===== config.mk =====
export PLATFORM = sky130hd
export DESIGN_NAME = acs_seq
export DESIGN_NICKNAME = d
export VERILOG_FILES = /design/src/acs_seq.v /design/src/acs_serial_tx.v
export VERILOG_INCLUDE_DIRS = /design/src
export SDC_FILE = /design/constraint.sdc
export NUM_CORES = 1
export LEC_CHECK = 0
export ABC_AREA = 0
export BUFFER_PORTS_ARGS = -buffer_cell sky130_fd_sc_hd__clkbuf_2
export CORE_MARGIN = 2
export CORE_UTILIZATION = 36
export CTS_CLUSTER_SIZE = 16
export DETAILED_ROUTE_END_ITERATION = 12
export MAX_ROUTING_LAYER = met4
export REMOVE_ABC_BUFFERS = 1
export SLEW_MARGIN = 20
export SYNTH_ARGS = -nofsm -noshare
export SYNTH_HDL_FRONTEND = slang
export SYNTH_SLANG_ARGS = --single-unit
export TNS_END_PERCENT = 10

===== constraint.sdc =====
create_clock -name clk_i -period 5.4 [get_ports clk_i]
set_input_delay 0.27 -clock clk_i [delete_from_list [all_inputs] [get_ports clk_i]]
set_output_delay 0.27 -clock clk_i [all_outputs]
set_load 0.01 [all_outputs]

===== src/acs_defines.vh =====
// Constants for the converter output sync and calibration sequencer
`ifndef ACS_DEFINES_VH
`define ACS_DEFINES_VH

// Register indices on the plain register port
`define ACS_ADDR_W 4
`define ACS_DATA_W 16
`define ACS_REG_CTRL 4'h0
`define ACS_REG_STATUS 4'h1
`define ACS_REG_RESULT 4'h2
`define ACS_REG_INT_STAT 4'h3
`define ACS_REG_INT_MASK 4'h4

// Control fields and reset values
`define ACS_CTRL_RUN_BIT 0
`define ACS_CTRL_RESET 16'h0001
`define ACS_INT_MASK_RESET 3'h0

// Interrupt status bit positions
`define ACS_INT_WORD 0
`define ACS_INT_CAL 1
`define ACS_INT_SETTLE 2

// Timing in master clock periods, and serial word length in bits
`define ACS_CONV_PERIODS 64
`define ACS_READY_HIGH_PERIODS 2
`define ACS_SETTLE_PERIODS 8192
`define ACS_CAL_BLOCK_PERIODS 8192
`define ACS_CAL_STEP_PERIODS 512
`define ACS_WORD_BITS 16

// Sequencer states
`define ACS_ST_SETTLE 2'h0
`define ACS_ST_RUN 2'h1
`define ACS_ST_CAL 2'h2

`endif


===== src/acs_seq.v =====
// Converter output sync, data ready and calibration sequencer
//
// Notes on behaviour
// - Serial clock starts within 2.5 periods
// - Parallel read raises ready flag one period later
// - Sync low forces ready flag high quickly
// - Sync pulse drops valid output within 40 ns
// - Valid returns 8192 periods after sync low
// - First ready by 8192 plus 64 periods
// - Calibration starts within 64 periods of request
// - Unipolar calibration: 3x8192 plus 2x512 periods
// - Bipolar calibration: 4x8192 plus 3x512 periods
// - First result 64 periods after calibration
// - Frame sync sampled on master clock fall
//
// Local design decisions: the address-and-strobe port and the register addresses.
`default_nettype none
`include "acs_defines.vh"

module acs_seq
#(
   parameter [15:0] SETTLE_PERIODS = `ACS_SETTLE_PERIODS,
   parameter [15:0] CAL_BLOCK_PERIODS = `ACS_CAL_BLOCK_PERIODS,
   parameter [15:0] CAL_STEP_PERIODS = `ACS_CAL_STEP_PERIODS
)
(
   input wire clk_i,
   input wire nrst_i,
   input wire master_clock_in_i,
   input wire frame_sync_in_i,
   input wire sync_reset_n_i,
   input wire cal_request_i,
   input wire read_strobe_n_i,
   input wire input_range_select_i,
   input wire [15:0] filter_data_i,
   input wire [3:0] reg_addr_i,
   input wire [15:0] reg_wdata_i,
   input wire reg_wr_i,
   input wire reg_rd_i,
   output reg [15:0] reg_rdata_o,
   output reg result_ready_n_o,
   output reg result_valid_o,
   output reg [15:0] par_data_o,
   output reg cal_busy_o,
   output reg irq_o,
   output wire serial_clock_out_o,
   output wire frame_sync_out_o,
   output wire serial_data_out_o
);

localparam [1:0] ST_SETTLE = `ACS_ST_SETTLE;
localparam [1:0] ST_RUN = `ACS_ST_RUN;
localparam [1:0] ST_CAL = `ACS_ST_CAL;
// Wide constants, cut to size by part-select
localparam [31:0] CONV_LAST_W = `ACS_CONV_PERIODS - 1;
localparam [31:0] READY_RISE_W =
   `ACS_CONV_PERIODS - 1 - `ACS_READY_HIGH_PERIODS;
localparam [31:0] CAL_UNI_W = 3 * CAL_BLOCK_PERIODS + 2 * CAL_STEP_PERIODS;
localparam [31:0] CAL_BI_W = 4 * CAL_BLOCK_PERIODS + 3 * CAL_STEP_PERIODS;
localparam [5:0] CONV_LAST = CONV_LAST_W[5:0];
localparam [5:0] READY_RISE = READY_RISE_W[5:0];

// Bit positions in the synchroniser vector
localparam MCK = 0;
localparam FRM = 1;
localparam SYN = 2;
localparam CAL = 3;
localparam RDN = 4;
localparam RNG = 5;

// Accept a bit once second and third stages agree
function [5:0] agree;
   input [5:0] a;
   input [5:0] b;
   input [5:0] held;
   begin
      agree = (~(a ^ b) & b) | ((a ^ b) & held);
   end
endfunction

// Calibration length for the selected input range
function [15:0] cal_len;
   input bipolar;
   begin
      if (bipolar)
         cal_len = CAL_BI_W[15:0];
      else
         cal_len = CAL_UNI_W[15:0];
   end
endfunction

reg [5:0] sync1_reg;
reg [5:0] sync2_reg;
reg [5:0] sync3_reg;
reg [5:0] clean_reg;
wire [5:0] clean;
wire mclk_rise;
wire mclk_fall;
wire sync_fall;
wire cal_rise;
wire rd_fall;
wire frame_low;

reg [1:0] state_reg;
reg [15:0] cnt_reg;
reg [15:0] cal_len_reg;
reg [5:0] phase_reg;
reg cal_pend_reg;
reg rd_pend_reg;
reg frame_prev_reg;
reg frame_start_reg;
reg [15:0] result_reg;
reg [15:0] ctrl_reg;
reg [2:0] int_stat_reg;
reg [2:0] int_mask_reg;
reg [2:0] events;
reg [2:0] int_stat_next;
reg [15:0] rdata_next;

// Three-stage synchroniser for the six control inputs; filter data and register port bypass it
always @(posedge clk_i or negedge nrst_i)
begin
   if (!nrst_i)
   begin
      sync1_reg <= 6'h16; // Idle levels: frame, sync and strobe high
      sync2_reg <= 6'h16;
      sync3_reg <= 6'h16;
      clean_reg <= 6'h16;
   end
   else
   begin
      sync1_reg <= {input_range_select_i, read_strobe_n_i, cal_request_i,
                    sync_reset_n_i, frame_sync_in_i, master_clock_in_i};
      sync2_reg <= sync1_reg;
      sync3_reg <= sync2_reg;
      clean_reg <= clean;
   end
end

assign clean = agree(sync2_reg, sync3_reg, clean_reg);
assign mclk_rise = clean[MCK] & ~clean_reg[MCK];
assign mclk_fall = ~clean[MCK] & clean_reg[MCK];
assign sync_fall = ~clean[SYN] & clean_reg[SYN];
assign cal_rise = clean[CAL] & ~clean_reg[CAL];
assign rd_fall = ~clean[RDN] & clean_reg[RDN];
assign frame_low = ~clean[FRM];

// Frame sync sampled on the master clock falling edge
always @(posedge clk_i or negedge nrst_i)
begin
   if (!nrst_i)
   begin
      frame_prev_reg <= 1'b1;
      frame_start_reg <= 1'b0;
   end
   else
   begin
      frame_start_reg <= 1'b0;
      if (mclk_fall)
      begin
         frame_prev_reg <= frame_low;
         frame_start_reg <= frame_low & ~frame_prev_reg;
      end
   end
end

// Event pulses for the interrupt status register
always @*
begin
   events = 3'h0;
   if (mclk_rise && state_reg == ST_RUN && phase_reg == CONV_LAST &&
       ctrl_reg[`ACS_CTRL_RUN_BIT] && clean[SYN])
      events[`ACS_INT_WORD] = 1'b1;
   if (mclk_rise && state_reg == ST_CAL &&
       cnt_reg == cal_len_reg - 16'h0001 && clean[SYN])
      events[`ACS_INT_CAL] = 1'b1;
   if (mclk_rise && state_reg == ST_SETTLE &&
       cnt_reg == SETTLE_PERIODS - 16'h0001 && clean[SYN])
      events[`ACS_INT_SETTLE] = 1'b1;
end

// Main sequencer: settle, run, calibrate
always @(posedge clk_i or negedge nrst_i)
begin
   if (!nrst_i)
   begin
      state_reg <= ST_SETTLE;
      cnt_reg <= 16'h0000;
      cal_len_reg <= 16'h0000;
      phase_reg <= 6'h00;
      cal_pend_reg <= 1'b0;
      rd_pend_reg <= 1'b0;
      result_reg <= 16'h0000;
      result_ready_n_o <= 1'b1;
      result_valid_o <= 1'b0;
      par_data_o <= 16'h0000;
      cal_busy_o <= 1'b0;
   end
   else if (!clean[SYN])
   begin
      // Sync held low: flags forced at once, settle count restarts
      result_ready_n_o <= 1'b1;
      result_valid_o <= 1'b0;
      state_reg <= ST_SETTLE;
      phase_reg <= 6'h00;
      rd_pend_reg <= 1'b0;
      cal_busy_o <= 1'b0;
      cal_pend_reg <= 1'b0;
      if (sync_fall)
         cnt_reg <= 16'h0000;
      else if (mclk_rise)
         cnt_reg <= cnt_reg + 16'h0001;
   end
   else
   begin
      if (cal_rise)
         cal_pend_reg <= 1'b1;
      if (rd_fall)
         rd_pend_reg <= 1'b1;
      if (mclk_rise)
      begin
         // Read returns the ready flag high one period on
         if (rd_pend_reg || rd_fall)
         begin
            result_ready_n_o <= 1'b1;
            rd_pend_reg <= 1'b0;
         end
         case (state_reg)
            ST_SETTLE:
            begin
               cnt_reg <= cnt_reg + 16'h0001;
               if (cnt_reg == SETTLE_PERIODS - 16'h0001)
               begin
                  result_valid_o <= 1'b1;
                  state_reg <= ST_RUN;
                  phase_reg <= 6'h00;
               end
            end
            ST_RUN:
            begin
               phase_reg <= phase_reg + 6'h01;
               // Unread word drops its flag before the next one
               if (phase_reg == READY_RISE)
                  result_ready_n_o <= 1'b1;
               if (phase_reg == CONV_LAST)
               begin
                  phase_reg <= 6'h00;
                  if (ctrl_reg[`ACS_CTRL_RUN_BIT])
                  begin
                     result_reg <= filter_data_i;
                     par_data_o <= filter_data_i;
                     result_ready_n_o <= 1'b0;
                  end
                  // Pending request begins on the word boundary
                  if (cal_pend_reg || cal_rise)
                  begin
                     state_reg <= ST_CAL;
                     cal_pend_reg <= 1'b0;
                     cnt_reg <= 16'h0000;
                     cal_len_reg <= cal_len(clean[RNG]);
                     cal_busy_o <= 1'b1;
                     result_valid_o <= 1'b0;
                     result_ready_n_o <= 1'b1;
                  end
               end
            end
            ST_CAL:
            begin
               cnt_reg <= cnt_reg + 16'h0001;
               if (cnt_reg == cal_len_reg - 16'h0001)
               begin
                  state_reg <= ST_RUN;
                  phase_reg <= 6'h00;
                  cal_busy_o <= 1'b0;
                  result_valid_o <= 1'b1;
               end
            end
            default:
            begin
               state_reg <= ST_SETTLE;
               cnt_reg <= 16'h0000;
            end
         endcase
      end
   end
end

// Sticky status, set wins over write-one-to-clear
always @*
begin
   int_stat_next = int_stat_reg | events;
   if (reg_wr_i && reg_addr_i == `ACS_REG_INT_STAT)
      int_stat_next = (int_stat_reg & ~reg_wdata_i[2:0]) | events;
end

// Read data mux, zero for unmapped addresses
always @*
begin
   rdata_next = 16'h0000;
   case (reg_addr_i)
      `ACS_REG_CTRL: rdata_next = ctrl_reg;
      `ACS_REG_STATUS: rdata_next = {9'h000, cal_pend_reg, cal_busy_o,
         result_valid_o, result_ready_n_o, 1'b0, state_reg};
      `ACS_REG_RESULT: rdata_next = result_reg;
      `ACS_REG_INT_STAT: rdata_next = {13'h0000, int_stat_reg};
      `ACS_REG_INT_MASK: rdata_next = {13'h0000, int_mask_reg};
      default: rdata_next = 16'h0000;
   endcase
end

// Register writes, read data and interrupt line
always @(posedge clk_i or negedge nrst_i)
begin
   if (!nrst_i)
   begin
      ctrl_reg <= `ACS_CTRL_RESET;
      int_stat_reg <= 3'h0;
      int_mask_reg <= `ACS_INT_MASK_RESET;
      reg_rdata_o <= 16'h0000;
      irq_o <= 1'b0;
   end
   else
   begin
      int_stat_reg <= int_stat_next;
      irq_o <= |(int_stat_next & int_mask_reg);
      reg_rdata_o <= reg_rd_i ? rdata_next : 16'h0000;
      if (reg_wr_i && reg_addr_i == `ACS_REG_CTRL)
         ctrl_reg <= {15'h0000, reg_wdata_i[`ACS_CTRL_RUN_BIT]};
      if (reg_wr_i && reg_addr_i == `ACS_REG_INT_MASK)
      begin
         int_mask_reg <= reg_wdata_i[2:0];
         irq_o <= |(int_stat_next & reg_wdata_i[2:0]);
      end
   end
end

// Serial output port
acs_serial_tx u_tx
(
   .clk_i(clk_i),
   .nrst_i(nrst_i),
   .mclk_rise_i(mclk_rise),
   .start_i(frame_start_reg),
   .word_i(result_reg),
   .serial_clock_out_o(serial_clock_out_o),
   .frame_sync_out_o(frame_sync_out_o),
   .serial_data_out_o(serial_data_out_o)
);

endmodule
`default_nettype wire


===== src/acs_serial_tx.v =====
// Serial output shifter: bit clock, frame pulse and data out
`default_nettype none
`include "acs_defines.vh"

module acs_serial_tx
(
   input wire clk_i,
   input wire nrst_i,
   input wire mclk_rise_i,
   input wire start_i,
   input wire [15:0] word_i,
   output reg serial_clock_out_o,
   output reg frame_sync_out_o,
   output reg serial_data_out_o
);

reg [15:0] shift_reg;
reg [4:0] bits_reg;
reg active_reg;
// Index of the last bit, cut from a wide constant
localparam [31:0] LAST_BIT_W = `ACS_WORD_BITS - 1;

// Load on frame start, toggle bit clock on each master clock rise
always @(posedge clk_i or negedge nrst_i)
begin
   if (!nrst_i)
   begin
      shift_reg <= 16'h0000;
      bits_reg <= 5'h00;
      active_reg <= 1'b0;
      serial_clock_out_o <= 1'b0;
      frame_sync_out_o <= 1'b0;
      serial_data_out_o <= 1'b0;
   end
   else if (start_i)
   begin
      shift_reg <= word_i;
      bits_reg <= 5'h00;
      active_reg <= 1'b1;
      serial_clock_out_o <= 1'b0;
      frame_sync_out_o <= 1'b1; // Marks the first bit
      serial_data_out_o <= word_i[15];
   end
   else if (active_reg && mclk_rise_i)
   begin
      serial_clock_out_o <= ~serial_clock_out_o;
      // Falling bit clock advances to the next bit
      if (serial_clock_out_o)
      begin
         frame_sync_out_o <= 1'b0;
         if (bits_reg == LAST_BIT_W[4:0])
         begin
            active_reg <= 1'b0;
            serial_data_out_o <= 1'b0;
         end
         else
         begin
            bits_reg <= bits_reg + 5'h01;
            shift_reg <= {shift_reg[14:0], 1'b0};
            serial_data_out_o <= shift_reg[14];
         end
      end
   end
end

endmodule
`default_nettype wire


# Word level (Yosys, flattened, before mapping)

Index checks and enable logic that the tools add are counted.

Bits in registers: 135
Output and inout bits: 39
Word-level logic and storage cells: 191

$add $sub $neg: 4
Muxes and demuxes: 81
Equality and inequality tests: 19
Bitwise operators: 25
Reduce and logical (&&, ||, !) cells: 35

Operator list:

| kind                    | number |
|---|---|
| $mux W16                | 8 |
| $pmux W16 S5            | 1 |
| $mux W15                | 4 |
| $mux W1                 | 47 |
| $pmux W16 S2            | 1 |
| $mux W6                 | 5 |
| $mux W5                 | 4 |
| $reduce_and A5 Y1       | 4 |
| $pmux W6 S3             | 1 |
| $add A16 B1 Y16 const B | 1 |
| $eq A16 B13 Y1 const B  | 1 |
| $eq A16 B16 Y1          | 1 |
| $sub A16 B1 Y16 const B | 1 |
| $logic_and A1 B1 Y1     | 14 |
| $and A6 B6 Y6           | 2 |
| $eq A6 B6 Y1 const B    | 2 |
| $mux W2                 | 6 |
| $ne A3 B2 Y1 const B    | 4 |
| $and A3 B3 Y3           | 3 |
| $eq A4 B2 Y1 const B    | 2 |
| $not A1 Y1              | 8 |
| $reduce_and A4 Y1       | 2 |
| $reduce_bool A2 Y1      | 4 |
| $add A6 B1 Y6 const B   | 1 |
| 28 further kinds        | 37 |

# Longest topological paths before layout

Gate-level depths: netlist of run 1.

Depth in word-level cells: 15
Depth in mapped cells: 9
Gate-level depth less buffers: 9

# Hierarchy

A second synthesis of run 1 with hierarchy kept.

Cells, all modules: 484
Area total of the unflattened synthesis: 5,381.4 um^2

Modules (own cells, without submodules):

| module        | cells an instance | times used | sequential area each (um^2) | area each (um^2) |
|---|---|---|---|---|
| acs_seq       | 378               | 1          | 2,471.1                     | 4,281.6 |
| acs_serial_tx | 106               | 1          | 600.6                       | 1,099.8 |

# Worst setup path before layout of run 1

Ideal clock, no wire load.

Path kind: register to register
From: register cal_len_reg[9]
To: register phase_reg[0]
Arrival time: 2.199 ns
Buffers on the path: 0
Stages on the path, launching flop included: 10
Slack: 3.076 ns
Data required time: 5.275 ns
Setup time: 0.125 ns
Cell sequence: dfrtp_1 inv_1 ha_1 ha_1 xnor2_2 mux2i_1 o31ai_2 a31oi_4 o21ai_2 mux2_2

Word-level cells in the longest chain between the ends: 4

RTL lines:

| element                     | RTL line      | source |
|---|---|---|
| start: declaration          | acs_seq.v:106 | `reg [15:0] cal_len_reg;` |
| start signal: assignment    | acs_seq.v:260 | `cal_len_reg <= cal_len(clean[RNG]);` |
| $sub A16 B1 Y16             | acs_seq.v:270 | `if (cnt_reg == cal_len_reg - 16'h0001)` |
| $eq A16 B16 Y1              | acs_seq.v:270 |  |
| $ne A3 B2 Y1 (no line)      | --            |  |
| $reduce_and A4 Y1 (no line) | --            |  |
| end signal: assignment      | acs_seq.v:241 | `phase_reg <= phase_reg + 6'h01;` |
| end: declaration            | acs_seq.v:107 | `reg [5:0] phase_reg;` |

No other way between the ends.
A chain may end at the register's enable or synchronous reset.

# Worst setup path in the final report of run 1

From: register clean_reg[2]
To: register result_reg[2]

Word-level cells in the longest chain between the ends: 3

RTL lines:

| element                     | RTL line      | source |
|---|---|---|
| start: declaration          | acs_seq.v:95  | `reg [5:0] clean_reg;` |
| start signal: assignment    | acs_seq.v:136 | `clean_reg <= clean;` |
| $and A6 B6 Y6               | acs_seq.v:77  | `agree = (~(a ^ b) & b) \| ((a ^ b) & held);` |
| $or A6 B6 Y6                | acs_seq.v:77  |  |
| $reduce_and A5 Y1 (no line) | --            |  |
| end signal: assignment      | acs_seq.v:250 | `result_reg <= filter_data_i;` |
| end: declaration            | acs_seq.v:112 | `reg [15:0] result_reg;` |

No other way between the ends.

==> impl_metrics.yaml, run 1 <==
detailed_routing:
  drc: 0
  postRouteAntennaNets: 0
  finalWirelength_um: 11300
  viasPerCell: 5.15
  vias: 3864
  wl_per_cell_um: 15.1
  drtIter0Drc: 200
  drt_first_pass_iters: 4
synth:
  synthArstFlopShare_pct: 100
  synth_most_common_cell: "dfrtp_1"
  netlist.area_leader.share_pct: 49.1
  yosys-top-cells-count: "dfrtp_1, nand2_1, o21ai_0, nor2_1, mux2_2"
  yosysUniqueCellTypes: 71
  yosys.area.top_type: "dfrtp_1"
  yosys_warnings: 0
  ys_seq_area_share_pct: 56.4
  synthesis.area_um2: 5450
  synth_cells: 474
  ys_ff_latch: 122
  ys.flop_type: "dfrtp_1"
  synth.area.top_cells: "dfrtp_1, dfstp_2, mux2_2"
  syn_area_per_cell_um2: 11.5
  synth-edff-count: 0
finish:
  final_nets: 606
  design_area_um2: 6640
  fill_cells: 1353
  area.growth.synth_to_final_pct: 21.9
  multi_input_area_um2: 2250
  register_area_um2: 3070
  fin_util_pct: 45.4
  antenna_cells: 0
  drive_gt1_share_pct: 28.3
hold_path:
  hold_depth: 2
  hold_class: "input pin to flop"
sta:
  slew_headroom_pct: 34.8
  setup_violations: 0
  setup_ws_ps: 2680
  final-hold-violation-count: 0
  maxSlewViolCount: 0
  finalCritPeriodShare_pct: 50.3
  hold_slack_ps: 69.2
  tns_ps: 0
  max_freq_ghz: 0.368
  fin_crit_ps: 2720
  rsz0062_at_grt: "no"
  worst_pin_slew_ps: 975
  finClkSkew_ps: 8.41
worst_setup_path:
  crit_path_max_fanout: 20
  critical_path_required_ps: 5690
  path_class: "flop to flop"
  cp.depth: 4
  reg2reg_depth: 4
  worstPathArrival_ps: 3010
  crit_family: "simple AND/OR/NAND/NOR gates"
  crit_path_top_delay_cell: "nor3_4"
  end_kind: "flop"
  r2r_slack_ps: 2680
  critPathBufInv: 0
  start_kind: "flop"
  slowest_delay_ps: 860
  path_cells: "maj3_2, nand2_1, nor3_4, mux2_2"
floorplan:
  die_width_um: 127
  io_pins: 85
  die_area_um2: 16100
  initial_core_util_pct: 37.2
  die_h_um: 127
  coreArea_um2: 14600
  rows: 44
clock_tree:
  clock-sinks: 122
  path_clk_slew_ps: 50
  cts_root_buffer: "clkbuf_16"
  post_cts_buffers: 0
  clockBufferDepth: 2
  cts_made_buffers: 17
  h-tree-depth: 4
  clk-insertion-delay-late_ps: 420
  cts_tree: "built"
power:
  combPwrFrac_pct: 7.8
  p_leak_nw: 3.06
  p_switching_uw: 531
  powerDensity_nw_per_um2: 360
  peakVddDrop_mv: 0.234
  swShare_pct: 22.2
  p_int_mw: 1.86
  seq_power_share_pct: 43.1
  power_frac_clock_pct: 49.1
place:
  placed_cell_area_um2: 5940
  place.gp.congestion: 0.814
  portBuffers: 71
  hpwlAfterDp_um: 7810
  pre_cts_slack_ps: 2690
global_routing:
  grt_pass1_vias: 3849
  grt_max_degree: 84
  grt_pass1_wl_um: 19100
  grt_usage_pct: 15.6
  overflow: 0
  antenna_found_initial: 0
run_status:
  status: "complete, no violations"
run:
  drv_cap: 0
==> layer usage <==
metal / up-vias / wire [µm] / global-route usage [%]
met5: - / 0 / -
met4: 0 / 202 / 7.24
met3: 17 / 577 / 4.44
met2: 101 / 5280 / 23.2
met1: 1887 / 5240 / 19.9
li1: 1859 / - / -
==> final cells by class <==
type | count | area share (%)
Timing Repair Buffer | 79 | 6.61
Clock buffer | 26 | 7.82
Sequential cell | 122 | 46.3
Multi-Input combinational cell | 326 | 33.8
Tap cell | 184 | 3.47
Inverter | 7 | 0.395
Clock inverter | 6 | 1.62
==> placed cells by master (no fill, tap or decap), types with 6 or more instances in the layout <==
cell / instances
clkbuf_16: 17
o21ai_0: 40
dlygate4sd3_1: 7
nor3_1: 6
nor2_1: 34
inv_1: 7
nor2b_1: 10
nand3_1: 13
xor2_1: 7
mux2i_1: 16
clkbuf_8: 6
o31ai_1: 9
ha_1: 7
a21oi_1: 12
nand2_1: 42
and3_1: 9
dfrtp_1: 106
and2_1: 15
mux2_2: 23
a22oi_1: 7
clkbuf_2: 70
dfstp_2: 15
==> worst register-to-register path, cell delays in order (launching register included) <==
cell	delay (ps)
dfstp_2	560
maj3_2	420
nand2_1	320
nor3_4	870
mux2_2	430
==> through the flow <==
step	power, mW	instances
2_1_floorplan	1.15	455
6_report	2.39	750
3_5_place_dp	1.23	711
3_3_place_gp	1.22	711
4_1_cts	2.43	750
5_1_grt	2.50	750
==> power by group through the flow <==
stage	registers, mW	logic, mW	clock network [mW]
floorplan	1.04	0.110	0
global placement	1.04	0.180	0
detailed placement	1.05	0.185	0
CTS	1.03	0.190	1.20
global route	1.04	0.215	1.25
finish	1.03	0.187	1.18
==> kinds of logic after synthesis <==
group / after synthesis / share of synthesized area, %
xor gates and xnor gates: 12 / 2.32
AOI/OAI and AO/OA: 102 / 12.5
buffers and inverters: 26 / 2.53
DFF: 122 / 56.4
adders and majority gates: 12 / 2.55
and+or+nand+nor: 160 / 15.6
muxes: 40 / 8.10
==> path summary, 6_finish.rpt <==
check | start | end
worst max-delay path | clean_reg[2] | result_reg[2]
worst min-delay path | reg_addr_i[3] | reg_rdata_o[2]
worst max register to register | clean_reg[2] | result_reg[2]
worst min register to register | sync1_reg[3] | sync2_reg[3]
max in group asynchronous | nrst_i | frame_start_reg
min in group asynchronous | nrst_i | u_tx.bits_reg[3]
==> timing repair <==
action | in CTS | in global routing
endpoints found under the hold margin | 37 | 0
resized for setup | 0 | 0
hold buffers | 7 | 0
Power figures use the tool's default switching activity.
==> run 2: changes to the inputs <==
--- a/config.mk
+++ b/config.mk
@@ -6,7 +6,7 @@
 export SDC_FILE = /design/constraint.sdc
 export NUM_CORES = 1
 export LEC_CHECK = 0
-export ABC_AREA = 0
+export ABC_AREA = 1
 export BUFFER_PORTS_ARGS = -buffer_cell sky130_fd_sc_hd__clkbuf_2
 export CORE_MARGIN = 2
 export CORE_UTILIZATION = 36
==> constraint.sdc (replaced) <==
create_clock -name clk_i -period 2.8 [get_ports clk_i]
set_input_delay 0.14 -clock clk_i [delete_from_list [all_inputs] [get_ports clk_i]]
set_output_delay 0.14 -clock clk_i [all_outputs]
set_load 0.01 [all_outputs]
==> impl_metrics.yaml, run 2 <==
run_status:
  status: "complete, no violations"
detailed_routing:
  viasPerCell: 4.74
  postRouteAntennaNets: 0
  drt_first_pass_iters: 5
  drtIter0Drc: 348
  drc: 0
  vias: 4461
  finalWirelength_um: 12400
  wl_per_cell_um: 13.2
hold_path:
  min-delay-start: "reg_addr_i[1]"
  hold_class: "input pin to flop"
  hold_depth: 3
  holdPathEnd: "reg_rdata_o[1]"
sta:
  hold_slack_ps: 37.6
  maxSlewViolCount: 0
  max_freq_ghz: 0.453
  setup_violations: 0
  slew_headroom_pct: 61.7
  final-hold-violation-count: 0
  finalCritPeriodShare_pct: 78.9
  tns_ps: 0
  finClkSkew_ps: 5.26
  worst_pin_slew_ps: 575
  fin_crit_ps: 2210
  rsz0062_at_grt: "no"
run:
  drv_cap: 0
worst_setup_path:
  start_kind: "flop"
  reg2reg_depth: 14
  r2r_end: "phase_reg[2]"
  r2r_start: "cal_len_reg[9]"
  r2r_slack_ps: 590
  worstPathArrival_ps: 2510
  path_class: "flop to flop"
  crit_path_max_fanout: 13
  critical_path_required_ps: 3100
  end_kind: "flop"
floorplan:
  rows: 45
  coreArea_um2: 15300
  io_pins: 85
  die_area_um2: 16700
  initial_core_util_pct: 36.9
  die_h_um: 129
  die_width_um: 129
clock_tree:
  post_cts_buffers: 0
  clock-sinks: 122
  cts_root_buffer: "clkbuf_16"
  clockBufferDepth: 2
  cts_made_buffers: 17
  path_clk_slew_ps: 60
  cts.repair.resized: 0
  clk-insertion-delay-late_ps: 420
  h-tree-depth: 4
  cts_tree: "built"
  hold_buffers: 25
power:
  power.total_mw: 5.27
  power_frac_clock_pct: 40.6
  p_leak_nw: 3.33
  powerDensity_nw_per_um2: 748
  peakVddDrop_mv: 0.475
  p_switching_mw: 1.55
  p_int_mw: 3.72
  seq_power_share_pct: 42.7
  combPwrFrac_pct: 16.7
  swShare_pct: 29.5
finish:
  drive_gt1_share_pct: 26.4
  final_cell_mix: "nand2_1, dfrtp_1, inv_1"
  antenna_cells: 0
  final_common_cell: "nand2_1"
  fill_cells: 1452
  area.growth.synth_to_final_pct: 25.1
  final_nets: 771
place:
  portBuffers: 71
  place.gp.congestion: 0.887
  hpwlAfterDp_um: 8890
synth:
  ys_seq_area_share_pct: 54.5
  yosys_warnings: 0
  syn_area_per_cell_um2: 9.23
  ys.flop_type: "dfrtp_1"
  yosys-top-cells-count: "nand2_1, dfrtp_1, inv_1, nor2_1, a21oi_1"
  yosys.area.top_type: "dfrtp_1"
  synthesis.area_um2: 5630
  netlist.area_leader.share_pct: 47.5
  synth.area.top_cells: "dfrtp_1, nand2_1, dfstp_2"
  yosysUniqueCellTypes: 48
  synth-edff-count: 0
  synth_most_common_cell: "nand2_1"
  synthArstFlopShare_pct: 100
  ys_ff_latch: 122
  synth_cells: 610
global_routing:
  antenna_found_initial: 0
  overflow: 0
  grt_max_degree: 58
  grt_pass1_vias: 4368
  grt_pass1_wl_um: 20900
  grt_usage_pct: 16.6
## run 2: changes by cell type after synthesis, sizes merged, moves of 16 or more
cell   previous run  this run
inv               7        85
nor2             35        80
mux2             23         6
a21oi            12        44
o21ai            42        24
nand2            43       133
o22ai             1        17
nand3            13        32
## run 2: through the flow
| step | instances | setup WS, ps | instance area (µm²) | utilization [%] |
|---|---|---|---|---|
| 3_5_place_dp | 885 | 598 | 6210 | 40.7 |
| 5_1_grt | 942 | 391 | 7050 | 46.2 |
| 6_report | 942 | 592 | 7050 | 46.2 |
| 2_1_floorplan | 599 | 886 | 5550 | - |
| 3_3_place_gp | 885 | 627 | 6210 | 40.7 |
| 4_1_cts | 942 | 591 | 7050 | 46.2 |
## run 2: routing by layer
layer	up-vias	global-route usage, %	wire length, µm
li1	2217	-	-
met1	2125	21.5	5880
met2	106	25.2	5790
met3	13	4.87	609
met4	0	5.18	147
met5	-	-	0
## run 2: area by class of cell
cell class                 count  area (µm²)  area share (%)
sequential                   122        3070            43.6
inverter                      86         325            4.61
multi-input combinational    391        2150            30.5
clock buffer                  18         439            6.23
timing repair buffer         100         651            9.23
tap                          211         264            3.75
clock inverter                14         150            2.13
## run 2: worst max-delay path by stage
stage / start / end / slack, ps
4_1_cts: cal_len_reg[9] / phase_reg[5] / 590
3_5_place_dp: cal_len_reg[9] / phase_reg[2] / 600
5_1_grt: cal_len_reg[9] / phase_reg[5] / 390
3_3_place_gp: cal_len_reg[9] / phase_reg[4] / 630
2_1_floorplan: cal_len_reg[9] / phase_reg[0] / 890
6_report: cal_len_reg[9] / phase_reg[2] / 590
## run 2: worst max-delay path, stage by stage, from the launching register on
cell     delay [ps]
dfrtp_1         410
inv_2            80
ha_1            230
ha_1            300
inv_1            40
nand2_1          50
nand2_1          40
nor2_1           80
nand2_1          50
nor2_1           80
nand2_1          90
nand2_2         120
nand3_2         280
nand2_1         170
o21ai_2          60
## run 2: cells by family (layout without fill, tap and decap cells)
| family | count (synthesis) | after routing | share of synthesized area (%) |
|---|---|---|---|
| AND/OR/NAND/NOR | 272 | 272 | 22.5 |
| adder cells (fa/ha/maj) | 9 | 9 | 1.91 |
| AO/OA/AOI/OAI | 101 | 101 | 11.6 |
| multiplexers | 7 | 7 | 1.78 |
| buffers and inverters | 97 | 218 | 7.33 |
| flip-flops | 122 | 122 | 54.5 |
| XOR/XNOR | 2 | 2 | 0.311 |
## run 2: power groups by stage
stage	registers (mW)	clock network, mW	logic [mW]
2_1_floorplan	2.25	0	0.554
3_3_place_gp	2.26	0	0.827
3_5_place_dp	2.27	0	0.860
4_1_cts	2.25	2.18	0.893
5_1_grt	2.28	2.27	1.01
6_report	2.25	2.14	0.880
==> run 3: changes to the inputs <==
--- a/config.mk
+++ b/config.mk
@@ -6,7 +6,7 @@
 export SDC_FILE = /design/constraint.sdc
 export NUM_CORES = 1
 export LEC_CHECK = 0
-export ABC_AREA = 1
+export ABC_AREA = 0
 export BUFFER_PORTS_ARGS = -buffer_cell sky130_fd_sc_hd__clkbuf_2
 export CORE_MARGIN = 2
 export CORE_UTILIZATION = 36
==> constraint.sdc (replaced) <==
create_clock -name clk_i -period 1.8 [get_ports clk_i]
set_input_delay 0.09 -clock clk_i [delete_from_list [all_inputs] [get_ports clk_i]]
set_output_delay 0.09 -clock clk_i [all_outputs]
set_load 0.01 [all_outputs]
==> impl_metrics.yaml, run 3 (synthesis gave the netlist of run 1 again) <==
sta:
  fin_crit_ps: 2220
  max_freq_ghz: 0.451
  setup_ws_ps: -419
  setup_violations: 36
  finClkSkew_ps: 13.3
  worst_pin_slew_ps: 557
  final-hold-violation-count: 0
  slew_headroom_pct: 62.9
  hold_slack_ps: 38.1
  finalCritPeriodShare_pct: 123
  maxSlewViolCount: 0
  rsz0062_at_grt: "yes"
detailed_routing:
  drtIter0Drc: 211
  vias: 4257
  finalWirelength_um: 12900
  drt_first_pass_iters: 4
  drc: 0
  postRouteAntennaNets: 0
  viasPerCell: 4.97
  wl_per_cell_um: 15.1
floorplan:
  initial_core_util_pct: 37.2
  die_h_um: 127
  coreArea_um2: 14600
  die_area_um2: 16100
  io_pins: 85
  die_width_um: 127
  rows: 44
run_status:
  status: "complete, but fails checks"
  violations: "negative setup slack"
global_routing:
  grt_max_degree: 79
  overflow: 0
  grt_usage_pct: 17.3
  grt_pass1_wl_um: 21500
  antenna_found_initial: 0
  grt_pass1_vias: 4378
finish:
  drive_gt1_share_pct: 40.7
  final_nets: 713
  area.growth.synth_to_final_pct: 41.4
  antenna_cells: 0
  fin_util_pct: 52.6
  final_common_cell: "dfrtp_1"
  final_cell_mix: "dfrtp_1, buf_4, clkbuf_2"
clock_tree:
  cts_tree: "built"
  h-tree-depth: 4
  clockBufferDepth: 2
  cts_made_buffers: 17
  clock-sinks: 122
  path_clk_slew_ps: 50
  clk-insertion-delay-late_ps: 420
  cts_root_buffer: "clkbuf_16"
run:
  drv_cap: 0
place:
  place.gp.congestion: 0.880
  portBuffers: 71
  pre_cts_slack_ps: -521
  hpwlAfterDp_um: 8860
hold_path:
  hold_class: "input pin to flop"
  hold_depth: 3
power:
  powerDensity_nw_per_um2: 914
  p_leak_nw: 3.59
  peakVddDrop_mv: 0.785
worst_setup_path:
  start_kind: "flop"
  path_class: "flop to flop"
  reg2reg_depth: 9
  worstPathArrival_ps: 2510
  critical_path_required_ps: 2090
  end_kind: "flop"
  crit_path_max_fanout: 3
run 3: cell types whose count changed in the layout (fill, tap and decap cells not counted), moves of 16 or more:
cell / previous run / this run
nand2_1: 123 / 41
buf_4: 4 / 80
inv_1: 79 / 6
nor2_1: 62 / 31
o21ai_0: 14 / 33
a21oi_2: 18 / 1
o22ai_1: 17 / 1
run 3: what timing repair did:
action,4_1_cts,5_1_grt
pin swaps,9,2
setup buffers,2,2
endpoints found under the hold margin,140,0
hold buffers,29,0
setup endpoints to repair,45,62
resized for setup,33,34
run 3: per-stage QoR:
step	total power, mW	instances	area (µm²)	setup TNS (ps)
floorplan	3.44	455	5340	-25110
global placement	3.78	792	6580	-6580
detailed placement	3.82	792	6580	-9550
CTS	7.11	855	7560	-4820
global route	7.40	857	7710	-8290
finish	7.05	857	7710	-5150
run 3: layout make-up:
cell class,count,area [µm²]
fillers,1275,6940
flip-flops and latches,122,3070
multi-input cells,326,2480
repair buffers,186,1350
clock buffers,22,444
well taps,184,230
clock inverters,10,105
inverters,7,26.3
run 3: path summary, 6_finish.rpt:
path | to | slack [ps] | start
worst max-delay path | phase_reg[1] | -420 | cal_len_reg[9]
worst min-delay path | ctrl_reg[0] | 40 | reg_wr_i
worst max register to register | phase_reg[1] | -420 | cal_len_reg[9]
worst min register to register | sync2_reg[2] | 350 | sync1_reg[2]
max in group asynchronous | sync1_reg[2] | 1070 | nrst_i
min in group asynchronous | u_tx.frame_sync_out_o | 240 | nrst_i
run 3: power by group:
group | switching (mW) | internal [mW]
clock network | 1.17 | 2.02
registers | 0.134 | 2.95
logic | 0.389 | 0.383
run 3: layer usage:
| layer | routed length (µm) | global-route usage [%] | vias to the layer above |
|---|---|---|---|
| li1 | - | - | 2074 |
| met1 | 6030 | 21.6 | 2075 |
| met2 | 6160 | 27.8 | 92 |
| met3 | 568 | 4.52 | 16 |
| met4 | 173 | 5.56 | 0 |
| met5 | 0 | - | - |
run 3: worst max-delay path, cell delays in order, from the launching register on:
cell and delay (ps):
dfrtp_1 360, inv_2 60, ha_4 160, ha_4 260
xor2_1 150, o211ai_1 150, nor4_4 250, a31oi_4 160
o21ai_4 200, mux2_2 350
